<file path="src/wdt_pkg.sv">
// Contract
// - Source and global enables gate servicing
// - Request flags hold until serviced/cleared
// - Watchdog clock: RC or system/4
// - Disabled watchdog: clears no-op, no reset
// - Divide by 2^13..2^16 selects timeout
// - Instruction-clock watchdog stops in power-down
// - Normal overflow: full reset, set timeout
// - Power-down overflow: warm reset, set timeout
// - Reset pin, clears, halt clear count
// - Single clear instruction clears immediately
// - Two-instruction clear needs both halves
// - Halt stops system clock, RC optional
// - Power-down retains memory, registers, ports
// - Halt with RC clock restarts count
// - Halt sets powerdown, clears timeout
// - Powerdown cleared by power-up or clear
// - Wake on reset, irq, port, overflow
// - Per-bit port A wake enables
// - Irq wake: vector or next instruction
// - Already-pending irq does not wake
// - 1024-clock wait after any wake
// - Reset holds 1024 clocks plus load
// - Timeout flag immune to register writes
package wdt_pkg;
  // Wishbone register word offsets (byte addresses)
  localparam logic [7:0] ctrl_off   = 8'h00;
  localparam logic [7:0] status_off = 8'h04;
  localparam logic [7:0] irq_off    = 8'h08;
  localparam logic [7:0] cmd_off    = 8'h0c;
  localparam logic [7:0] count_off  = 8'h10;
  // Control field positions
  localparam int ctrl_wdt_en_bit  = 0;
  localparam int ctrl_src_rc_bit  = 1;
  localparam int ctrl_div_lsb     = 2;
  localparam int ctrl_two_clr_bit = 4;
  localparam int ctrl_wake_lsb    = 8;
  // Command bits
  localparam int cmd_clr_bit    = 0;
  localparam int cmd_clr1_bit   = 1;
  localparam int cmd_clr2_bit   = 2;
  localparam int cmd_halt_bit   = 3;
  // Interrupt register layout: enables low, flags high
  localparam int irq_glb_bit    = 7;
  localparam int irq_flag_lsb   = 8;
  localparam int irq_num        = 6;
  // Timing
  localparam int sys_per_instr  = 4;
  localparam int startup_clks   = 1024;
  localparam int opt_load_clks  = 16;
  localparam int div_base_log2  = 13;
  localparam int cnt_w          = 17;
  // Sequencer states
  typedef enum logic [1:0]
  {
    st_reset = 2'b00,
    st_run   = 2'b01,
    st_halt  = 2'b10,
    st_wait  = 2'b11
  } seq_t;
endpackage

</file>
<file path="src/wdt_pwr_ctrl.sv">
// Added by the designer: the Wishbone interface to the registers and the register addresses.
module wdt_pwr_ctrl #(
  parameter int port_w = 8
) (
  // Clock and reset
  input  wire logic              clk_i,
  input  wire logic              rst_i,
  input  wire logic              ext_reset_pin_n_i,
  // Watchdog RC tick, one cycle per oscillator period
  input  wire logic              rc_tick_i,
  // Wake stimuli and stack full
  input  wire logic [port_w-1:0] port_a_i,
  input  wire logic [5:0]        irq_event_i,
  input  wire logic              stack_full_i,
  // Wishbone slave
  input  wire logic              cyc_i,
  input  wire logic              stb_i,
  input  wire logic              we_i,
  input  wire logic [7:0]        adr_i,
  input  wire logic [3:0]        sel_i,
  input  wire logic [31:0]       dat_i,
  output logic [31:0]            dat_o,
  output logic                   ack_o,
  // Core control
  output logic                   core_reset_o,
  output logic                   warm_reset_o,
  output logic                   core_hold_o,
  output logic                   sys_clk_en_o,
  output logic                   rc_osc_en_o,
  output logic                   irq_take_o,
  output logic [5:0]             irq_vec_o
);
  localparam int cw = wdt_pkg::cnt_w;

  // Operation overview
  //
  // Sequencer
  // The block walks four states. Power-up, a pin reset and a
  // running overflow all enter the reset state. That state holds
  // the core in full reset for the start-up wait plus the option
  // load time. It then enters run, where the core executes and
  // software reaches the command register.
  // Halt is entered from run by the halt command. In halt the
  // system clock is gated off and the core stays stalled.
  // An irq, port or overflow wake in halt moves to the wait state. The wait
  // state inserts the start-up wait before run resumes.
  //
  // Watchdog count
  // The count advances on the selected tick. The RC tick comes
  // in from outside as a one-cycle pulse per oscillator period.
  // The instruction tick is a free-running divide by four of the
  // system clock. It is masked in halt because the real system
  // clock is stopped there, so this source cannot wake the core.
  // The overflow is the selected divider bit seen on a tick. A
  // narrower compare would save flops, but the bit test keeps all
  // four divider choices on one adder.
  //
  // Overflow
  // In run an overflow is a full reset and sets the timeout flag.
  // In halt it is a warm reset pulse with the timeout flag set.
  // The halted overflow clears the count as it wakes, otherwise
  // the set divider bit would fire again at the first run tick.
  //
  // Clearing
  // The single clear acts in one command. The two-step clear
  // remembers the first half and clears only on the second; both
  // halves in one write also count. Clears are ignored while the
  // watchdog is off, so no stray write can mask a disabled timer.
  // A clear also drops both status flags.
  //
  // Status flags
  // The timeout and powerdown flags have no write path at all.
  // Only power-up, overflow, clear and halt touch them. A pin
  // reset keeps them so software can tell why it restarted.
  //
  // Interrupt flags
  // Events set the flags; software clears by writing zeros.
  // A set and a software clear in one cycle leave the flag set, so no event
  // is lost to a read-modify-write race in the service routine.
  // Servicing takes the lowest numbered enabled request, clears
  // its flag and the global enable, and pulses the take output.
  // A full stack holds all service off until it drains.
  //
  // Halt wake
  // Flags already pending at halt entry are recorded and can not
  // wake the core. Only a fresh event on another source does.
  // A falling port bit wakes when its enable bit is set. The port
  // is sampled once per clock, so a glitch shorter than a clock
  // period can be missed; that is a known limitation.
  //
  // Bus
  // A classic single cycle is answered one clock after it is
  // taken. The acknowledge stands one cycle. The read word is
  // registered at the taking edge from the live address. Writes
  // need the lowest byte lane; the upper lanes are ignored.
  // Unmapped reads return zero and unmapped writes are dropped.
  //
  // Outputs
  // Every output is a flop. The hold, clock enable and RC enable
  // flops are loaded from the next state, so they change on the
  // same edge as the sequencer and control word do.
  //
  // Limitations
  // The RC tick must be slower than half the system clock,
  // otherwise ticks merge. The start-up counter is eleven bits
  // wide, enough for the start-up wait plus option load only.
  // The port width may not exceed the eight wake enable bits.
  //
  // Retention
  // Nothing here touches memory or port state in halt; the core
  // simply sees its hold and its gated clock, so all of its own
  // registers and pins keep their values until the wake.
  //
  // Reset
  // Power-up loads every flop through the synchronous reset.
  // The core reset and hold flops start set and the clock enable
  // starts set so the core sees a clean start-up wait.
  //
  // Test hooks
  // The sequencer state is visible in the status word so a bench
  // can see run, halt and wait without probing inside.
  //

  // Whole state
  typedef struct packed {
    wdt_pkg::seq_t     seq;
    logic [10:0]       dly;        // Start-up / wake wait counter
    logic [cw-1:0]     cnt;        // Watchdog count
    logic [1:0]        pre;        // Instruction clock prescale
    logic              clr1_seen;  // First half of two-step clear
    logic [15:0]       ctrl;
    logic              to_flag;
    logic              pd_flag;
    logic [7:0]        irq_en;
    logic [5:0]        irq_flag;
    logic [5:0]        pend_at_halt; // Flags pending when halted
    logic [port_w-1:0] port_q;
    logic              wake_irq;
    logic              ack;
    logic [31:0]       rdata;
    logic              core_rst;
    logic              warm;
    logic              take;
    logic [5:0]        vec;
    logic              hold;       // Core stalled
    logic              clk_en;     // System clock enable
    logic              rc_en;      // RC oscillator enable
  } state_t;

  state_t st_r;
  state_t st_nxt;

  // Combinational helpers
  logic              wr;
  logic              rd;
  logic              wdt_en;
  logic              src_rc;
  logic [1:0]        div_sel;
  logic              tick;
  logic              ovf;
  logic              clr_cmd;
  logic [5:0]        ena;
  logic [5:0]        pend;
  logic [port_w-1:0] fall;
  logic              wake_any;
  logic [3:0]        cmd;

  // Next-state logic
  always_comb
  begin
    st_nxt   = st_r;
    wr       = cyc_i && stb_i && we_i && !st_r.ack && sel_i[0];
    rd       = cyc_i && stb_i && !we_i && !st_r.ack;
    wdt_en   = st_r.ctrl[wdt_pkg::ctrl_wdt_en_bit];
    src_rc   = st_r.ctrl[wdt_pkg::ctrl_src_rc_bit];
    div_sel  = st_r.ctrl[wdt_pkg::ctrl_div_lsb +: 2];
    cmd      = (wr && adr_i == wdt_pkg::cmd_off) ? dat_i[3:0] : 4'h0;
    ena      = st_r.irq_en[5:0] & {6{st_r.irq_en[wdt_pkg::irq_glb_bit]}};
    pend     = st_r.irq_flag & ena;
    fall     = st_r.port_q & ~port_a_i & st_r.ctrl[wdt_pkg::ctrl_wake_lsb +: port_w];
    // Counter clock source
    if (src_rc)
    begin
      tick = rc_tick_i;
    end
    else
    begin
      tick = (st_r.pre == 2'(wdt_pkg::sys_per_instr - 1)) && (st_r.seq != wdt_pkg::st_halt);
    end
    ovf      = wdt_en && tick && st_r.cnt[5'(wdt_pkg::div_base_log2) + 5'(div_sel)];
    clr_cmd  = 1'b0;
    wake_any = 1'b0;

    // One-cycle pulses
    st_nxt.ack      = (wr || rd) && !st_r.ack;
    st_nxt.warm     = 1'b0;
    st_nxt.take     = 1'b0;
    st_nxt.port_q   = port_a_i;
    st_nxt.pre      = st_r.pre + 2'd1; // Free-running system/4 prescale
    if (tick && wdt_en)
    begin
      st_nxt.cnt = st_r.cnt + cw'(1);
    end

    // Software clears, only when watchdog enabled
    if (wdt_en && st_r.seq == wdt_pkg::st_run)
    begin
      if (!st_r.ctrl[wdt_pkg::ctrl_two_clr_bit] && cmd[wdt_pkg::cmd_clr_bit])
      begin
        clr_cmd = 1'b1;
      end
      if (st_r.ctrl[wdt_pkg::ctrl_two_clr_bit])
      begin
        if (cmd[wdt_pkg::cmd_clr1_bit])
        begin
          st_nxt.clr1_seen = 1'b1;
        end
        if (cmd[wdt_pkg::cmd_clr2_bit] && (st_r.clr1_seen || cmd[wdt_pkg::cmd_clr1_bit]))
        begin
          clr_cmd          = 1'b1;
          st_nxt.clr1_seen = 1'b0;
        end
      end
    end
    if (clr_cmd)
    begin
      st_nxt.cnt     = '0;
      st_nxt.to_flag = 1'b0;
      st_nxt.pd_flag = 1'b0;
    end

    // Register writes; timeout and powerdown flags are not writable
    if (wr && adr_i == wdt_pkg::ctrl_off)
    begin
      st_nxt.ctrl = dat_i[15:0];
    end
    if (wr && adr_i == wdt_pkg::irq_off)
    begin
      st_nxt.irq_en   = dat_i[7:0];
      st_nxt.irq_flag = st_r.irq_flag & dat_i[wdt_pkg::irq_flag_lsb +: wdt_pkg::irq_num];
    end
    st_nxt.irq_flag = st_nxt.irq_flag | irq_event_i; // set wins over clear

    // Sequencer
    unique case (st_r.seq)
      wdt_pkg::st_reset:
      begin
        st_nxt.core_rst = 1'b1;
        st_nxt.cnt      = '0;
        if (st_r.dly == 11'(wdt_pkg::startup_clks + wdt_pkg::opt_load_clks - 1))
        begin
          st_nxt.seq      = wdt_pkg::st_run;
          st_nxt.core_rst = 1'b0;
          st_nxt.dly      = '0;
        end
        else
        begin
          st_nxt.dly = st_r.dly + 11'd1;
        end
      end
      wdt_pkg::st_run:
      begin
        // Service highest priority enabled request
        if (|pend && !stack_full_i)
        begin
          for (int i = wdt_pkg::irq_num - 1; i >= 0; i--)
          begin
            if (pend[i])
            begin
              st_nxt.vec = 6'(1 << i);
            end
          end
          st_nxt.take                  = 1'b1;
          st_nxt.irq_flag              = st_nxt.irq_flag & ~st_nxt.vec;
          st_nxt.irq_en[wdt_pkg::irq_glb_bit] = 1'b0;
        end
        if (cmd[wdt_pkg::cmd_halt_bit])
        begin
          st_nxt.seq          = wdt_pkg::st_halt;
          st_nxt.pd_flag      = 1'b1;
          st_nxt.to_flag      = 1'b0;
          st_nxt.cnt          = '0;
          st_nxt.pend_at_halt = st_r.irq_flag;
          st_nxt.clr1_seen    = 1'b0;
        end
        if (ovf)
        begin
          st_nxt.seq     = wdt_pkg::st_reset;
          st_nxt.to_flag = 1'b1;
          st_nxt.dly     = '0;
          st_nxt.core_rst = 1'b1;
        end
      end
      wdt_pkg::st_halt:
      begin
        if (|(irq_event_i & ~st_r.pend_at_halt))
        begin
          wake_any        = 1'b1;
          st_nxt.wake_irq = |(irq_event_i & ~st_r.pend_at_halt & ena);
        end
        if (|fall)
        begin
          wake_any = 1'b1;
        end
        if (ovf)
        begin
          wake_any       = 1'b1;
          st_nxt.cnt     = '0; // Restart so run does not see a stale overflow
          st_nxt.to_flag = 1'b1;
          st_nxt.warm    = 1'b1;
        end
        if (wake_any)
        begin
          st_nxt.seq = wdt_pkg::st_wait;
          st_nxt.dly = '0;
        end
      end
      wdt_pkg::st_wait:
      begin
        if (st_r.dly == 11'(wdt_pkg::startup_clks - 1))
        begin
          st_nxt.seq      = wdt_pkg::st_run;
          st_nxt.wake_irq = 1'b0;
        end
        else
        begin
          st_nxt.dly = st_r.dly + 11'd1;
        end
      end
    endcase

    // Read data
    unique case (adr_i)
      wdt_pkg::ctrl_off:   st_nxt.rdata = {16'h0000, st_r.ctrl};
      wdt_pkg::status_off: st_nxt.rdata = {28'h0000000, st_r.seq, st_r.pd_flag, st_r.to_flag};
      wdt_pkg::irq_off:    st_nxt.rdata = {18'h00000, st_r.irq_flag, st_r.irq_en};
      wdt_pkg::count_off:  st_nxt.rdata = {15'h0000, st_r.cnt};
      default:             st_nxt.rdata = 32'h00000000;
    endcase

    // External pin reset: full initialisation, flags kept
    if (!ext_reset_pin_n_i)
    begin
      st_nxt.seq      = wdt_pkg::st_reset;
      st_nxt.cnt      = '0;
      st_nxt.dly      = '0;
      st_nxt.core_rst = 1'b1;
    end

    // Registered output copies of the next state
    st_nxt.hold   = st_nxt.seq != wdt_pkg::st_run;
    st_nxt.clk_en = st_nxt.seq != wdt_pkg::st_halt;
    st_nxt.rc_en  = st_nxt.ctrl[wdt_pkg::ctrl_wdt_en_bit] && st_nxt.ctrl[wdt_pkg::ctrl_src_rc_bit];
  end

  // State register; power-up clears both flags
  always_ff @(posedge clk_i)
  begin
    if (rst_i)
    begin
      st_r          <= '0;
      st_r.seq      <= wdt_pkg::st_reset;
      st_r.core_rst <= 1'b1;
      st_r.hold     <= 1'b1;
      st_r.clk_en   <= 1'b1;
    end
    else
    begin
      st_r <= st_nxt;
    end
  end

  // Outputs straight from flops
  assign dat_o        = st_r.rdata;
  assign ack_o        = st_r.ack;
  assign core_reset_o = st_r.core_rst;
  assign warm_reset_o = st_r.warm;
  assign core_hold_o  = st_r.hold;
  assign sys_clk_en_o = st_r.clk_en;
  assign rc_osc_en_o  = st_r.rc_en;
  assign irq_take_o   = st_r.take;
  assign irq_vec_o    = st_r.vec;
endmodule

</file>
<file path="config.mk">
export PLATFORM = sky130hd
export DESIGN_NAME = wdt_pwr_ctrl
export DESIGN_NICKNAME = d
export VERILOG_FILES = /design/src/wdt_pkg.sv /design/src/wdt_pwr_ctrl.sv
export SDC_FILE = /design/constraint.sdc
export NUM_CORES = 1
export LEC_CHECK = 0
export ABC_AREA = 1
export BUFFER_PORTS_ARGS = -buffer_cell sky130_fd_sc_hd__buf_2
export CORE_UTILIZATION = 39
export CTS_CLUSTER_SIZE = 24
export DETAILED_ROUTE_END_ITERATION = 7
export GPL_ROUTABILITY_DRIVEN = 0
export GPL_TIMING_DRIVEN = 0
export PLACE_DENSITY = 0.71
export SYNTH_ARGS = -nofsm -noshare
export SYNTH_HDL_FRONTEND = slang
export SYNTH_SLANG_ARGS = --single-unit
</file>
<file path="constraint.sdc">
create_clock -name clk_i -period 2.4 [get_ports clk_i]
set_input_delay 0.12 -clock clk_i [delete_from_list [all_inputs] [get_ports clk_i]]
set_output_delay 0.12 -clock clk_i [all_outputs]
set_load 0.05 [all_outputs]
</file>
==> metrics.md <==
| Metric | Value |
|---|---|
| Biggest area contributors in the synthesized netlist | `sky130_fd_sc_hd__dfxtp_1 (40%), sky130_fd_sc_hd__nand2_1 (10%), sky130_fd_sc_hd__nor2_1 (6.9%), sky130_fd_sc_hd__buf_4 (5.7%), sky130_fd_sc_hd__inv_1 (5.7%)` |
| Clk sink count | `between 100 and 150` |
| Power per standard cell area | `about 530 nW/um2` |
| Overall die width | `approximately 120 um` |
| Setup Viol. Count Final | `0` |
| Top-Level Pins | `111` |
| Kind of end point of the critical path | `flip-flop` |
| Reg-to-reg startpoint | `st_r[123]` |
| Run status | `complete, but fails checks` |
| Share of cells above drive strength 1 | `0.190` |
| Simple-gate area share of the yosys netlist | `0.281` |
| Final global-route overflow total | `0` |
| Combined area of all synthesized cells | `approximately 5500 um2` |
| Final-layout worst hold slack | `-11.4 ps` |
| First-pass DRT Iterations | `5` |
| Average instance area after synthesis | `7.12 um2` |
| Half-perimeter wire length after detailed placement | `~11000 um` |
| Synthesized instance count | `774` |
| GRT Util Overall | `0.207` |
| Fraction of synthesized cell area taken by the top area cell type | `0.396` |
| Sequential area share after synthesis | `0.396` |
| Ordered cell list for the critical path | `inv_1 -> ha_1 -> inv_2 -> nand2_1 -> nand2_1 -> o211ai_2 -> nor2_4 -> nand4_1 -> nor2_1 -> xor2_1 -> nor2_1` |
| Detail Route Antenna Nets | `0` |
| Filler cell count | `about 1400` |
| Floorplan Core Area | `about 14000 um2` |
| # nets final | `roughly 960` |
| Path type of the worst min-delay path | `in -> reg` |
| Post-layout instance area | `about 6500 um2` |
| Synthesized-area fraction occupied by ao, oa, aoi and oai cells | `0.132` |
| Routed Wire Length | `14800 um` |
| Largest family of logic cells by synthesized area | `simple AND/OR/NAND/NOR gates` |
| HP Start | `port_a_i[7]` |
| Pin count of the biggest net entering global routing | `17` |
| Asr flop ratio synth | `0` |
| Number of flops mapped to enable cells by yosys | `0` |
| Crit path DAT | `about 2400 ps` |
| Clock insertion delay at the later pin of the skew report | `between 300 and 400 ps` |
| Number of rows created at floorplan | `43` |
| Fraction of synthesized area in multiplexers | `0.00182` |
| Kind of start point of the critical path | `flip-flop` |
| Failing checks | `negative hold slack` |
| Wire length of the first global-routing pass | `23200 um` |
| Total CTS buffers | `9` |
| Number of buffers inserted to repair setup after CTS | `0` |
| Largest fanout of any net on the critical path | `7` |
| Longest Clk Path Bufs | `2` |
| Maximum resistive drop on vdd | `between 0.0003 and 0.0004 V` |
| Most area-hungry cell type in the Yosys netlist | `sky130_fd_sc_hd__dfxtp_1` |
| Root buffer cell | `sky130_fd_sc_hd__clkbuf_16` |
| Initial antenna violation count | `0` |
| Max Freq | `~460 MHz` |
| Leak pwr | `a little under 0.003 uW` |
| Initial DRC count | `just under 500` |
| Number of distinct library cells after synthesis | `44` |
| Critical Path Slowest Stage Cell | `sky130_fd_sc_hd__dfxtp_1` |
| Count of final max-slew check failures | `0` |
| Maximum single-stage delay on the critical path | `about 400 ps` |
| Routed via count | `approximately 5200` |
| CTS tree | `done` |
| Type of the worst setup path | `reg -> reg` |
| Detailed-route wire length per cell | `about 14 um` |
| Top cells by instance count after synthesis | `sky130_fd_sc_hd__nand2_1 (147), sky130_fd_sc_hd__dfxtp_1 (109), sky130_fd_sc_hd__nor2_1 (102)` |
| Max-Cap Viols | `0` |
| Area share of fa/ha/maj cells after synthesis | `0.0204` |
| Startpoint of the worst setup timing path | `st_r[123]` |
| N_diodes | `0` |
| Min Clock Period, post-route | `roughly 2200 ps` |
| Standard cell area after detailed placement | `roughly 6200 um2` |
| Worst-Margin Slew | `about 670 ps` |
| Remaining max-slew budget at the tightest pin | `0.553` |
| Most used standard cell by instance count after synthesis | `sky130_fd_sc_hd__nand2_1` |
| Worst-path clk slew | `around 70 ps` |
| Residual DRC count | `0` |
| Vias in the first global route | `between 4000 and 5000` |
| Die ar. | `around 15000 um2` |
| Number of port buffers | `between 70 and 80` |
| Post-route clock skew | `around 9.5 ps` |
| Detail-routed via count per cell | `4.93` |
| Layout-stage area growth over the synthesis result | `18.1%` |
| Initial cell density of the core | `0.399` |
| Total number of H-tree levels | `3` |
| Worst EP required | `around 2700 ps` |
| Setup repair after global routing missed its margin | `false` |
| Commonest register cell after synthesis | `sky130_fd_sc_hd__dfxtp_1` |
| Setup Total Neg Slack | `0 ps` |
| XOR/XNOR share of the synthesized area | `0.0334` |
| Number of hold violations in the final report | `2` |
| Count of warnings emitted by yosys | `0` |
| Synth Register Bits | `about 110` |
| Post-route clock period utilization | `0.913` |
| Die extent in y | `approximately 120 um` |
-- worst max-delay path, delay by kind of cell (launching register included) --
family | cells | cell delay [ps]
AOI/OAI and AO/OA | 1 | 180
adders and majority gates | 1 | 290
buffers and inverters | 2 | 240
and+or+nand+nor | 6 | 810
DFF | 1 | 400
xor gates and xnor gates | 1 | 170
-- metal layers --
layer / wire [um] / global-route usage / share of wire / vias up
li1: - / - / - / 2668
met1: 6970 / 0.287 / 0.47 / 2354
met2: 6490 / 0.315 / 0.44 / 196
met3: 996 / 0.0371 / 0.067 / 28
met4: 362 / 0.0856 / 0.024 / 0
met5: 0 / 0 / 0 / -
-- metrics by stage --
step / power (uW) / worst slack (ps) / util / std cells
6_report: 3480 / 208 / 0.471 / 1065
5_1_grt: 3590 / 28.6 / 0.471 / 1065
4_1_cts: 3500 / 141 / 0.470 / 1065
3_5_place_dp: 2100 / 158 / 0.446 / 1043
3_3_place_gp: 2100 / 173 / 0.446 / 1043
2_1_floorplan: 2020 / 532 / - / 788
-- what timing repair did --
| item | CTS | global route |
|---|---|---|
| endpoints found under the hold margin | 7 | 0 |
| endpoints found under the setup margin | 0 | 2 |
| resized for setup | 0 | 1 |
| hold buffers | 7 | 0 |
-- cells by family after synthesis --
family	count (synthesis)
flip-flops	109
AO/OA/AOI/OAI	124
multiplexers	1
AND/OR/NAND/NOR	355
XOR/XNOR	21
buffers and inverters	154
adder cells (fa/ha/maj)	9
other	1
-- final timing paths --
kind,to,slack (ps),depth (start not counted)
worst max-delay path,st_r[107],210,11
worst min-delay path,st_r[53],-10,3
worst max register to register,st_r[107],210,11
worst min register to register,st_r[93],420,1
-- layout by cell type (no fill, tap or decap), types with 6 or more instances in the layout --
cell type	count
sky130_fd_sc_hd__a211oi_1	10
sky130_fd_sc_hd__a21oi_1	51
sky130_fd_sc_hd__buf_2	81
sky130_fd_sc_hd__buf_4	42
sky130_fd_sc_hd__clkbuf_1	11
sky130_fd_sc_hd__clkbuf_16	9
sky130_fd_sc_hd__conb_1	15
sky130_fd_sc_hd__dfxtp_1	109
sky130_fd_sc_hd__dlygate4sd3_1	7
sky130_fd_sc_hd__ha_1	9
sky130_fd_sc_hd__inv_1	83
sky130_fd_sc_hd__inv_2	12
sky130_fd_sc_hd__nand2_1	147
sky130_fd_sc_hd__nand3_1	60
sky130_fd_sc_hd__nand4_1	12
sky130_fd_sc_hd__nor2_1	102
sky130_fd_sc_hd__nor2_2	6
sky130_fd_sc_hd__nor3_1	13
sky130_fd_sc_hd__o21ai_0	37
sky130_fd_sc_hd__xor2_1	18
-- cell type report --
type / count / area, um2 / area share
Inverter: 96 / 360 / 0.0554
Buffer: 58 / 383 / 0.0588
Tap cell: 180 / 225 / 0.0346
Sequential cell: 109 / 2180 / 0.335
Clock buffer: 12 / 246 / 0.0379
Clock inverter: 3 / 22.5 / 0.00346
Timing Repair Buffer: 82 / 445 / 0.0684
Multi-Input combinational cell: 525 / 2640 / 0.406
-- registers in the layout (all words and copies together) (netlist names) --
signal / cells
src_rc: 1
irq_take_o: 1
ack_o: 1
dat_o: 17
irq_vec_o: 6
st_r: 76
core_hold_o: 1
div_sel: 2
rc_osc_en_o: 1
core_reset_o: 1
warm_reset_o: 1
sys_clk_en_o: 1
-- power by group --
group / internal (uW) / switching [uW] / total [uW]
logic: 77.3 / 155 / 233
clock network: 729 / 680 / 1410
registers: 1830 / 12.8 / 1840
total: 2630 / 848 / 3480
No activity file was read; power rests on OpenSTA's default activity.
